[config.mk]
export PLATFORM = sky130hd
export DESIGN_NAME = sbia_ctrl_flat
export DESIGN_NICKNAME = d
export VERILOG_FILES = /design/src/common/sbia_pkg.sv /design/src/common/sbia_if.sv /design/src/verilog/sbia_ctrl.sv /design/src/flat_wrapper.sv
export SDC_FILE = /design/constraint.sdc
export NUM_CORES = 1
export LEC_CHECK = 0
export ABC_CLOCK_PERIOD_IN_PS = 2700
export BUFFER_PORTS_ARGS = -buffer_cell sky130_fd_sc_hd__clkbuf_2
export CORE_ASPECT_RATIO = 0.6
export CORE_MARGIN = 2
export CORE_UTILIZATION = 45
export DETAILED_ROUTE_END_ITERATION = 12
export GPL_TIMING_DRIVEN = 0
export PLACE_DENSITY = 0.65
export SETUP_SLACK_MARGIN = 0.1
export SLEW_MARGIN = 10
export SYNTH_ARGS = -nofsm -noshare
export SYNTH_HDL_FRONTEND = slang
export SYNTH_SLANG_ARGS = --single-unit
[constraint.sdc]
create_clock -name clock -period 2.7 [get_ports clock]
set_input_delay 0.27 -clock clock [delete_from_list [all_inputs] [get_ports clock]]
set_output_delay 0.27 -clock clock [all_outputs]
set_load 0.02 [all_outputs]
[src/common/sbia_pkg.sv]
// constants shared by both ends of the sector buffer indirect access port
// assumes one 100 MHz clock and a synchronous active-low reset on both ends
package sbia_pkg;

  // ****************************************
  // byte register space of the access port
  // ****************************************
  localparam int SBIA_ADDR_W = 16;
  localparam logic [15:0] SBIA_OFS_DB0 = 16'hf0e0;
  localparam logic [15:0] SBIA_OFS_DB1 = 16'hf0e1;
  localparam logic [15:0] SBIA_OFS_DB2 = 16'hf0e2;
  localparam logic [15:0] SBIA_OFS_DB3 = 16'hf0e3;
  localparam logic [15:0] SBIA_OFS_ADR_LO = 16'hf0e4;
  localparam logic [15:0] SBIA_OFS_ADR_HI = 16'hf0e5;
  localparam int SBIA_WADR_W = 13;
  localparam int SBIA_LO_W = 8;
  localparam int SBIA_HI_RSV_BIT = 5;
  localparam int SBIA_HI_BUSY_BIT = 6;
  localparam int SBIA_HI_DIR_BIT = 7;
  localparam logic [7:0] SBIA_BYTE_RST = 8'h00;
  localparam logic [12:0] SBIA_WADR_RST = 13'h0000;
  localparam logic [12:0] SBIA_WADR_STEP = 13'h0001;
  localparam logic SBIA_DIR_WRITE = 1'b0;
  localparam logic SBIA_DIR_READ = 1'b1;
  localparam logic [1:0] SBIA_LANE_LAST = 2'h3;
  localparam logic [1:0] SBIA_LANE_STEP = 2'h1;

  // ****************************************
  // controller registers on the axi4-lite side
  // ****************************************
  localparam int SBIA_AXI_AW = 5;
  localparam logic [4:0] SBIA_REG_ADDR = 5'h00;
  localparam logic [4:0] SBIA_REG_WDATA = 5'h04;
  localparam logic [4:0] SBIA_REG_CMD = 5'h08;
  localparam logic [4:0] SBIA_REG_STATUS = 5'h0c;
  localparam logic [4:0] SBIA_REG_RDATA = 5'h10;
  localparam int SBIA_ADDR_DIR_BIT = 16;
  localparam int SBIA_CMD_SETADR_BIT = 0;
  localparam int SBIA_CMD_WRITE_BIT = 1;
  localparam int SBIA_CMD_READ_BIT = 2;
  localparam logic [1:0] SBIA_RESP_OKAY = 2'h0;
  localparam logic [1:0] SBIA_RESP_SLVERR = 2'h2;

  // true when the address is one of the four data byte registers
  function automatic logic sbia_is_data(input logic [15:0] a);
    return (a[15:2] == SBIA_OFS_DB0[15:2]);
  endfunction : sbia_is_data

endpackage : sbia_pkg

[src/common/sbia_if.sv]
// byte-wide register port between the controller and the access port
// assumes both ends share one clock; reads answer one cycle after the strobe
`timescale 1ns/1ps
interface sbia_if;
  logic acc_wr;
  logic acc_rd;
  logic [15:0] acc_addr;
  logic [7:0] acc_wdata;
  logic [7:0] acc_rdata;

  modport device (
    input acc_wr,
    input acc_rd,
    input acc_addr,
    input acc_wdata,
    output acc_rdata
  );

  modport ctrl (
    output acc_wr,
    output acc_rd,
    output acc_addr,
    output acc_wdata,
    input acc_rdata
  );
endinterface : sbia_if

[src/verilog/sbia_ctrl.sv]
// controller end: axi4-lite registers drive byte sequences on the access port
// assumes the port answers a byte read in the cycle after the strobe
`timescale 1ns/1ps
module sbia_ctrl
  import sbia_pkg::*;
(
  input wire logic clock,
  input wire logic resetn,
  input wire logic [4:0] axi_awaddr,
  input wire logic axi_awvalid,
  output logic axi_awready,
  input wire logic [31:0] axi_wdata,
  input wire logic [3:0] axi_wstrb,
  input wire logic axi_wvalid,
  output logic axi_wready,
  output logic [1:0] axi_bresp,
  output logic axi_bvalid,
  input wire logic axi_bready,
  input wire logic [4:0] axi_araddr,
  input wire logic axi_arvalid,
  output logic axi_arready,
  output logic [31:0] axi_rdata,
  output logic [1:0] axi_rresp,
  output logic axi_rvalid,
  input wire logic axi_rready,
  sbia_if.ctrl acc
);

  // ****************************************
  // state
  // ****************************************
  typedef enum logic [2:0] {
    SBIA_IDLE = 3'b000,
    SBIA_SET_HI = 3'b001,
    SBIA_POLL = 3'b010,
    SBIA_POLL_CHK = 3'b011,
    SBIA_XFER = 3'b100,
    SBIA_RD_CAP = 3'b101
  } sbia_fsm_t;

  typedef struct packed {
    logic awready, wready, aw_got, w_got, bvalid;
    logic [1:0] bresp;
    logic [4:0] awaddr;
    logic [31:0] wd;
    logic [3:0] ws;
    logic arready, rvalid;
    logic [1:0] rresp;
    logic [31:0] rdata;
    logic [31:0] adr_reg, wdata_reg, rdata_reg;
    logic dev_busy, refused, op_rd;
    sbia_fsm_t fsm;
    logic [1:0] lane;
    logic acc_wr, acc_rd;
    logic [15:0] acc_addr;
    logic [7:0] acc_wdata;
  } sbia_ctrl_st_t;

  sbia_ctrl_st_t st_ff;
  sbia_ctrl_st_t nxt_st;
  logic [2:0] cmd;
  logic [31:0] cur_wdata;

  function automatic logic [31:0] sbia_strb(input logic [31:0] old, input logic [31:0] nw,
                                            input logic [3:0] s);
    logic [31:0] r;
    r = old;
    for (int i = 0; i < 4; i++)
    begin
      if (s[i])
      begin
        r[i*8 +: 8] = nw[i*8 +: 8];
      end
    end
    return r;
  endfunction : sbia_strb

  // ****************************************
  // next state
  // ****************************************
  always_comb
  begin
    nxt_st = st_ff;
    cmd = '0;
    cur_wdata = st_ff.wd;
    nxt_st.acc_wr = 1'b0;
    nxt_st.acc_rd = 1'b0;

    // write channel pair, taken in either order
    if (axi_awvalid && st_ff.awready)
    begin
      nxt_st.aw_got = 1'b1;
      nxt_st.awaddr = axi_awaddr;
    end
    if (axi_wvalid && st_ff.wready)
    begin
      nxt_st.w_got = 1'b1;
      nxt_st.wd = axi_wdata;
      // strobes are kept with the data: the master may change them once w is taken
      nxt_st.ws = axi_wstrb;
    end
    if (st_ff.aw_got && st_ff.w_got)
    begin
      nxt_st.aw_got = 1'b0;
      nxt_st.w_got = 1'b0;
      nxt_st.bvalid = 1'b1;
      nxt_st.bresp = SBIA_RESP_OKAY;
      unique case (st_ff.awaddr)
        SBIA_REG_ADDR: nxt_st.adr_reg = sbia_strb(st_ff.adr_reg, cur_wdata, st_ff.ws);
        SBIA_REG_WDATA: nxt_st.wdata_reg = sbia_strb(st_ff.wdata_reg, cur_wdata, st_ff.ws);
        SBIA_REG_CMD: cmd = cur_wdata[2:0];
        SBIA_REG_STATUS, SBIA_REG_RDATA: ;
        default: nxt_st.bresp = SBIA_RESP_SLVERR;
      endcase
    end
    if (st_ff.bvalid && axi_bready)
    begin
      nxt_st.bvalid = 1'b0;
    end
    nxt_st.awready = !nxt_st.aw_got && !nxt_st.bvalid;
    nxt_st.wready = !nxt_st.w_got && !nxt_st.bvalid;

    // read channel
    if (axi_arvalid && st_ff.arready)
    begin
      nxt_st.rvalid = 1'b1;
      nxt_st.rresp = SBIA_RESP_OKAY;
      nxt_st.rdata = '0;
      unique case (axi_araddr)
        SBIA_REG_ADDR: nxt_st.rdata = st_ff.adr_reg;
        SBIA_REG_WDATA: nxt_st.rdata = st_ff.wdata_reg;
        SBIA_REG_CMD: ;
        SBIA_REG_STATUS: nxt_st.rdata = {29'h0, st_ff.refused, st_ff.dev_busy, st_ff.fsm != SBIA_IDLE};
        SBIA_REG_RDATA: nxt_st.rdata = st_ff.rdata_reg;
        default: nxt_st.rresp = SBIA_RESP_SLVERR;
      endcase
    end
    if (st_ff.rvalid && axi_rready)
    begin
      nxt_st.rvalid = 1'b0;
    end
    nxt_st.arready = !nxt_st.rvalid;

    // byte sequencer
    unique case (st_ff.fsm)
      SBIA_IDLE:
      begin
        if (cmd[SBIA_CMD_SETADR_BIT])
        begin
          nxt_st.refused = 1'b0;
          nxt_st.acc_wr = 1'b1;
          nxt_st.acc_addr = SBIA_OFS_ADR_LO;
          nxt_st.acc_wdata = st_ff.adr_reg[7:0];
          nxt_st.fsm = SBIA_SET_HI;
        end
        else if (cmd[SBIA_CMD_WRITE_BIT] || cmd[SBIA_CMD_READ_BIT])
        begin
          // word access must match the direction last programmed
          if (cmd[SBIA_CMD_READ_BIT] != st_ff.adr_reg[SBIA_ADDR_DIR_BIT])
          begin
            nxt_st.refused = 1'b1;
          end
          else
          begin
            nxt_st.refused = 1'b0;
            nxt_st.op_rd = cmd[SBIA_CMD_READ_BIT];
            nxt_st.acc_rd = 1'b1;
            nxt_st.acc_addr = SBIA_OFS_ADR_HI;
            nxt_st.fsm = SBIA_POLL;
          end
        end
      end
      SBIA_SET_HI:
      begin
        nxt_st.acc_wr = 1'b1;
        nxt_st.acc_addr = SBIA_OFS_ADR_HI;
        nxt_st.acc_wdata = {st_ff.adr_reg[SBIA_ADDR_DIR_BIT], 2'h0, st_ff.adr_reg[12:8]};
        nxt_st.fsm = SBIA_IDLE;
      end
      SBIA_POLL: nxt_st.fsm = SBIA_POLL_CHK;
      SBIA_POLL_CHK:
      begin
        nxt_st.dev_busy = acc.acc_rdata[SBIA_HI_BUSY_BIT];
        nxt_st.acc_addr = SBIA_OFS_DB0;
        nxt_st.lane = '0;
        if (acc.acc_rdata[SBIA_HI_BUSY_BIT])
        begin
          nxt_st.acc_rd = 1'b1;
          nxt_st.acc_addr = SBIA_OFS_ADR_HI;
          nxt_st.fsm = SBIA_POLL;
        end
        else
        begin
          nxt_st.acc_wr = !st_ff.op_rd;
          nxt_st.acc_rd = st_ff.op_rd;
          nxt_st.acc_wdata = st_ff.wdata_reg[7:0];
          nxt_st.fsm = SBIA_XFER;
        end
      end
      SBIA_XFER:
      begin
        if (st_ff.op_rd)
        begin
          nxt_st.fsm = SBIA_RD_CAP;
        end
        else if (st_ff.lane == SBIA_LANE_LAST)
        begin
          nxt_st.fsm = SBIA_IDLE;
        end
        else
        begin
          nxt_st.lane = st_ff.lane + SBIA_LANE_STEP;
          nxt_st.acc_wr = 1'b1;
          nxt_st.acc_addr = {st_ff.acc_addr[15:2], nxt_st.lane};
          nxt_st.acc_wdata = st_ff.wdata_reg[nxt_st.lane*8 +: 8];
        end
      end
      SBIA_RD_CAP:
      begin
        nxt_st.rdata_reg[st_ff.lane*8 +: 8] = acc.acc_rdata;
        if (st_ff.lane == SBIA_LANE_LAST)
        begin
          nxt_st.fsm = SBIA_IDLE;
        end
        else
        begin
          nxt_st.lane = st_ff.lane + SBIA_LANE_STEP;
          nxt_st.acc_rd = 1'b1;
          nxt_st.acc_addr = {st_ff.acc_addr[15:2], nxt_st.lane};
          nxt_st.fsm = SBIA_XFER;
        end
      end
      default: nxt_st.fsm = SBIA_IDLE;
    endcase
  end

  // ****************************************
  // registers and outputs
  // ****************************************
  always_ff @(posedge clock)
  begin
    if (!resetn)
    begin
      st_ff <= '0;
    end
    else
    begin
      st_ff <= nxt_st;
    end
  end

  assign axi_awready = st_ff.awready;
  assign axi_wready = st_ff.wready;
  assign axi_bvalid = st_ff.bvalid;
  assign axi_bresp = st_ff.bresp;
  assign axi_arready = st_ff.arready;
  assign axi_rvalid = st_ff.rvalid;
  assign axi_rdata = st_ff.rdata;
  assign axi_rresp = st_ff.rresp;
  assign acc.acc_wr = st_ff.acc_wr;
  assign acc.acc_rd = st_ff.acc_rd;
  assign acc.acc_addr = st_ff.acc_addr;
  assign acc.acc_wdata = st_ff.acc_wdata;

endmodule : sbia_ctrl

[src/flat_wrapper.sv]
// flat-port wrapper written by rule: the top's interface ports become plain ports
module sbia_ctrl_flat import sbia_pkg::*;
  (clock, resetn, axi_awaddr, axi_awvalid, axi_awready, axi_wdata, axi_wstrb, axi_wvalid, axi_wready, axi_bresp, axi_bvalid, axi_bready, axi_araddr, axi_arvalid, axi_arready, axi_rdata, axi_rresp, axi_rvalid, axi_rready, acc_acc_wr, acc_acc_rd, acc_acc_addr, acc_acc_wdata, acc_acc_rdata);
  sbia_if acc_i ();
  input wire logic clock;
  input wire logic resetn;
  input wire logic [4:0] axi_awaddr;
  input wire logic axi_awvalid;
  output logic axi_awready;
  input wire logic [31:0] axi_wdata;
  input wire logic [3:0] axi_wstrb;
  input wire logic axi_wvalid;
  output logic axi_wready;
  output logic [1:0] axi_bresp;
  output logic axi_bvalid;
  input wire logic axi_bready;
  input wire logic [4:0] axi_araddr;
  input wire logic axi_arvalid;
  output logic axi_arready;
  output logic [31:0] axi_rdata;
  output logic [1:0] axi_rresp;
  output logic axi_rvalid;
  input wire logic axi_rready;
  output wire logic [$bits(acc_i.acc_wr)-1:0] acc_acc_wr;
  output wire logic [$bits(acc_i.acc_rd)-1:0] acc_acc_rd;
  output wire logic [$bits(acc_i.acc_addr)-1:0] acc_acc_addr;
  output wire logic [$bits(acc_i.acc_wdata)-1:0] acc_acc_wdata;
  input wire logic [$bits(acc_i.acc_rdata)-1:0] acc_acc_rdata;
  assign acc_acc_wr = acc_i.acc_wr;
  assign acc_acc_rd = acc_i.acc_rd;
  assign acc_acc_addr = acc_i.acc_addr;
  assign acc_acc_wdata = acc_i.acc_wdata;
  assign acc_i.acc_rdata = acc_acc_rdata;
  sbia_ctrl u_core (.clock(clock), .resetn(resetn), .axi_awaddr(axi_awaddr), .axi_awvalid(axi_awvalid), .axi_awready(axi_awready), .axi_wdata(axi_wdata), .axi_wstrb(axi_wstrb), .axi_wvalid(axi_wvalid), .axi_wready(axi_wready), .axi_bresp(axi_bresp), .axi_bvalid(axi_bvalid), .axi_bready(axi_bready), .axi_araddr(axi_araddr), .axi_arvalid(axi_arvalid), .axi_arready(axi_arready), .axi_rdata(axi_rdata), .axi_rresp(axi_rresp), .axi_rvalid(axi_rvalid), .axi_rready(axi_rready), .acc(acc_i));
endmodule
## Yosys cells after proc, flatten, opt, wreduce, memory -nomap -nowiden

Cells that the tools add are included.

- Bitwise operators: 4
- Shifts and indexed selects: 3
- Equal/unequal tests: 23
- $add $sub $neg: 2
- Muxes and demuxes: 43
- Reductions and logical operators: 40

Operator list:

| kind | number |
|---|---|
| one-hot mux 32 bit (4 select lines) | 1 |
| one-hot mux 16 bit (5 select lines) | 1 |
| 2-to-1 mux 17 bit | 3 |
| 2-to-1 mux 35 bit | 1 |
| negation 5 -> 34 bit | 1 |
| variable shift 8 x 34 -> 32 bit, first input constant | 1 |
| indexed part select 8 x 34 -> 32 bit | 1 |
| bitwise mux 32 bit | 1 |
| one-hot mux 8 bit (4 select lines) | 1 |
| indexed part select 32 x 6 -> 8 bit | 1 |
| 2-to-1 mux 3 bit | 10 |
| AND reduction 3 bit | 9 |
| 2-to-1 mux 24 bit | 1 |
| equality test 5 x 4 -> 1 bit, second input constant | 4 |
| 2-to-1 mux 16 bit | 1 |
| 2-to-1 mux 8 bit | 2 |
| one-hot mux 3 bit (5 select lines) | 1 |
| equality test 5 x 3 -> 1 bit, second input constant | 2 |
| equality test 5 bit, second input constant | 2 |
| zero test 5 bit | 2 |
| 2-to-1 mux 1 bit | 10 |
| 2-to-1 mux 10 bit | 1 |
| 2-to-1 mux 5 bit | 2 |
| AND reduction 5 bit | 2 |
| other kinds (28) | 54 |

- Output and inout bits: 67
- Register bits: 214
- Logic and storage cells: 147
- Input port bits: 61

## Longest topological paths before layout

- Word-level depth: 8
- Gate-level depth with buffers: 8
- Gate-level depth less buffers: 7

## Least setup slack after synthesis

Ideal clock, no wire load.

- Path kind: register -> register
- Start: reg u_core.st_ff[26] (netlist bit)
- End: reg u_core.st_ff[50] (netlist bit)
- Setup time: 0.070 ns
- Period minus slack after synthesis: 2.204 ns
- Cell stages (with the launch flop): 8
- Buffers on the path: 2
- Arrival: 2.133 ns
- Setup slack: 0.496 ns
- Required time: 2.630 ns
- Path through: dfxtp_1 > buf_6 > inv_1 > ha_1 > buf_2 > nor3b_1 > nand3_1 > a21oi_1

- Cells in the longest elaborated chain, start to end: 3
- Elaborated cells on any way between the ends: 4
- Classes of those cells: add/sub (1); shift (2); mux (1)

Ends and longest elaborated chain:

| item | line | source |
|---|---|---|
| start: declaration | sbia_ctrl.sv:59 | `sbia_ctrl_st_t st_ff;` |
| start signal: assignment | sbia_ctrl.sv:248 | `st_ff <= nxt_st;` |
| negation 5 -> 34 bit * | sbia_ctrl.sv:220 | `nxt_st.rdata_reg[st_ff.lane*8 +: 8] = acc.acc_rdata;` |
| indexed part select 8 x 34 -> 32 bit or variable shift 8 x 34 -> 32 bit (tied branches) | sbia_ctrl.sv:220 |  |
| bitwise mux 32 bit * | sbia_ctrl.sv:220 |  |

Every way passes the cells marked *; elsewhere a longest branch is shown, timed or not.
A chain may end at the register's enable or synchronous reset.

## Final worst setup path

- Start: reg u_core.st_ff[26] (netlist bit)
- End: reg u_core.st_ff[56] (netlist bit)

The elaborated chain is that of the path after synthesis.

==> flow_metrics.py <==
metrics = {
    "run_status": {
        "status": "completed",
    },
    "finish": {
        "instances_no_fill": 1454,
        "final_area_um2": 10340,
        "syn2layout_area_growth_pct": 17.63,
        "final_cell_mix": "dfxtp_1, nand2_1, a21oi_1",
        "nets": 1242,
        "post-route-util_pct": 54.21,
        "drive_gt1_share_pct": 21.63,
        "layout_commonest_cell": "dfxtp_1",
        "antennaDiodeCount": 0,
    },
    "clocking": {
        "cts_max_level": 4,
        "clockBufferDepth": 2,
        "post_cts_resized": 2,
        "cts.sinks": 200,
        "root_buffer": "clkbuf_16",
        "cts_made_buffers": 17,
        "cts_tree": "done",
        "post_cts_buffers": 0,
        "ctsHoldBuffers": 0,
        "clk_pin_slew_ns": 0.08,
        "clk_latency_ns": 0.44,
    },
    "power": {
        "finalPower_mw": 5.969,
        "pwr-share-clk_pct": 43.0,
        "p_int_mw": 4.438,
        "p_comb_share_pct": 6.2,
        "powerDensity_nw_per_um2": 577.1,
        "swShare_pct": 25.65,
        "p_sw_mw": 1.531,
        "leakagePower_nw": 3.828,
        "pwr-share-seq_pct": 50.9,
        "vdd_drop_max_uv": 482.0,
    },
    "detailed_routing": {
        "drt-met1-wl_um": 13950,
        "route.vias.total": 7978,
        "viasPerCell": 5.487,
        "wl_per_cell_um": 18.86,
        "wl_met2_um": 9601,
        "drt-total-wl_um": 27420,
        "antenna_left": 0,
        "wl_met3_um": 3565,
        "drt_first_pass_iters": 11,
        "drcViolationCount": 0,
        "topRoutingLayerUsed": "met4",
        "drt-initial-drc-count": 1223,
    },
    "floorplanning": {
        "rows": 39,
        "dieArea_um2": 20710,
        "core_area_um2": 19080,
        "start_util_pct": 46.08,
        "fp.dieH_um": 112.3,
        "ioPinCount": 128,
        "die_x_um": 184.5,
    },
    "sta": {
        "max_clock_freq_mhz": 400.8,
        "fin_crit_ns": 2.495,
        "whs_ns": 0.04258,
        "slew_viol_final": 0,
        "setup_viol": 0,
        "tightestPinTransition_ns": 0.7832,
        "slew_headroom_pct": 47.79,
        "period_share_pct": 92.41,
        "hold_viol_final": 0,
        "fin_worst_skew_ns": 0.01510,
        "worst_slack_ns": 0.2048,
        "rsz0062_at_grt": "true",
        "tns_ns": 0,
    },
    "synth": {
        "synth_edf_count": 0,
        "synthDistinctLibCells": 52,
        "synthArstFlopShare_pct": 0,
        "synth_cells": 1034,
        "ys.flop_type": "dfxtp_1",
        "syn_area_um2": 8792,
        "yosys_warnings": 0,
        "yosysSeqAreaShare_pct": 45.54,
        "postSynthAreaPerCell_um2": 8.503,
        "synth_seq_cells": 200,
    },
    "min_path": {
        "min_delay_path_depth": 3,
        "hold_start": "axi_wdata[0]",
        "hp-class": "primary input to flip-flop",
    },
    "setup_path": {
        "critPathRequiredTime_ns": 3.06,
        "startpoint_type": "flip-flop",
        "crit_start": "u_core.st_ff[26]",
        "end_kind": "flip-flop",
        "worst-setup-path-type": "flip-flop to flip-flop",
        "timing.rr.start": "u_core.st_ff[26]",
        "r2r_cells": 7,
        "critical_path.max_fanout": 10,
        "arrival_ns": 2.86,
    },
    "place": {
        "gp_congestion": 0.9597,
        "dp.cells": 1422,
        "io_buffer_count": 115,
        "placed_cell_area_um2": 9727,
        "hpwlAfterDp_um": 20990,
        "post-place-ws_ns": -0.07255,
    },
    "grt": {
        "grt_usage_pct": 26.47,
        "grt_pass1_vias": 6827,
        "grt.overflow.total": 0,
        "grt_first_pass_wirelength_um": 41080,
        "antenna_found_initial": 0,
        "grt_max_degree": 20,
    },
    "job": {
        "maxCapViolCount": 0,
    },
}
[worst max-delay path: stages, from the launching register on]
cell and delay (ns):
dfxtp_1 0.50, buf_6 0.24, inv_1 0.17, ha_1 0.42
buf_2 0.32, nor3b_4 0.46, nand3_1 0.13, a21oi_1 0.16
[registers in the layout (all words and copies together), names as in the netlist]
name                  cells
u_core.acc.acc_addr       4
u_core.acc.acc_rd         1
u_core.acc.acc_wdata      8
u_core.acc.acc_wr         1
u_core.axi_arready        1
u_core.axi_awready        1
u_core.axi_bresp          1
u_core.axi_bvalid         1
u_core.axi_rdata         32
u_core.axi_rresp          1
u_core.axi_rvalid         1
u_core.axi_wready         1
u_core.cur_wdata         32
u_core.st_ff            115
[final timing paths]
kind / endpoint / slack, ns
worst max-delay path: u_core.st_ff[56] / 0.20
worst min-delay path: u_core.cur_wdata[0] / 0.04
worst max register to register: u_core.st_ff[56] / 0.20
worst min register to register: u_core.st_ff[41] / 0.45
[routing by layer]
metal	vias to the layer above	global-route usage (%)
met5	-	0
met2	445	30.98
li1	3859	-
met1	3643	44.66
met4	0	4.853
met3	31	8.566
[cells in the mapped netlist, drive strengths merged, types with 6 or more instances]
cell	count	share of area (%)
nor2	59	2.5
mux2i	45	5.1
mux4	8	2.0
a222oi	29	3.3
buf	92	7.5
nand2	196	8.4
nor3	7	0.46
nand3	78	4.4
dfxtp	200	46
o21ai	48	2.7
a21oi	132	7.5
and2	9	0.64
clkbuf	42	1.8
ha	6	0.85
and3	7	0.50
inv	9	0.38
[kinds of logic after synthesis]
kind of cell             after synthesis  share of synthesized area, %
AO/OA/AOI/OAI                        248                         17.12
adder cells (fa/ha/maj)                6                        0.8538
buffers and inverters                143                         9.705
flip-flops                           200                         45.54
multiplexers                          56                         7.556
other                                  1                       0.04265
AND/OR/NAND/NOR                      380                         19.18
[power groups by stage]
stage	registers, mW	clock network (mW)	logic (mW)
6_report	3.04	2.56	0.368
4_1_cts	3.04	2.59	0.365
2_1_floorplan	3.09	0	0.227
3_5_place_dp	3.10	0	0.363
5_1_grt	3.04	2.72	0.407
3_3_place_gp	3.10	0	0.361
[cell type report]
cell class,instances,area (um^2)
clock inverters,14,158.9
multi-input cells,698,3989
repair buffers,115,575.6
plain buffers,134,819.5
well taps,266,332.8
clock buffers,18,429.2
inverters,9,33.78
fillers,1866,8737
flip-flops and latches,200,4004
(Power assumes the default switching activity.)
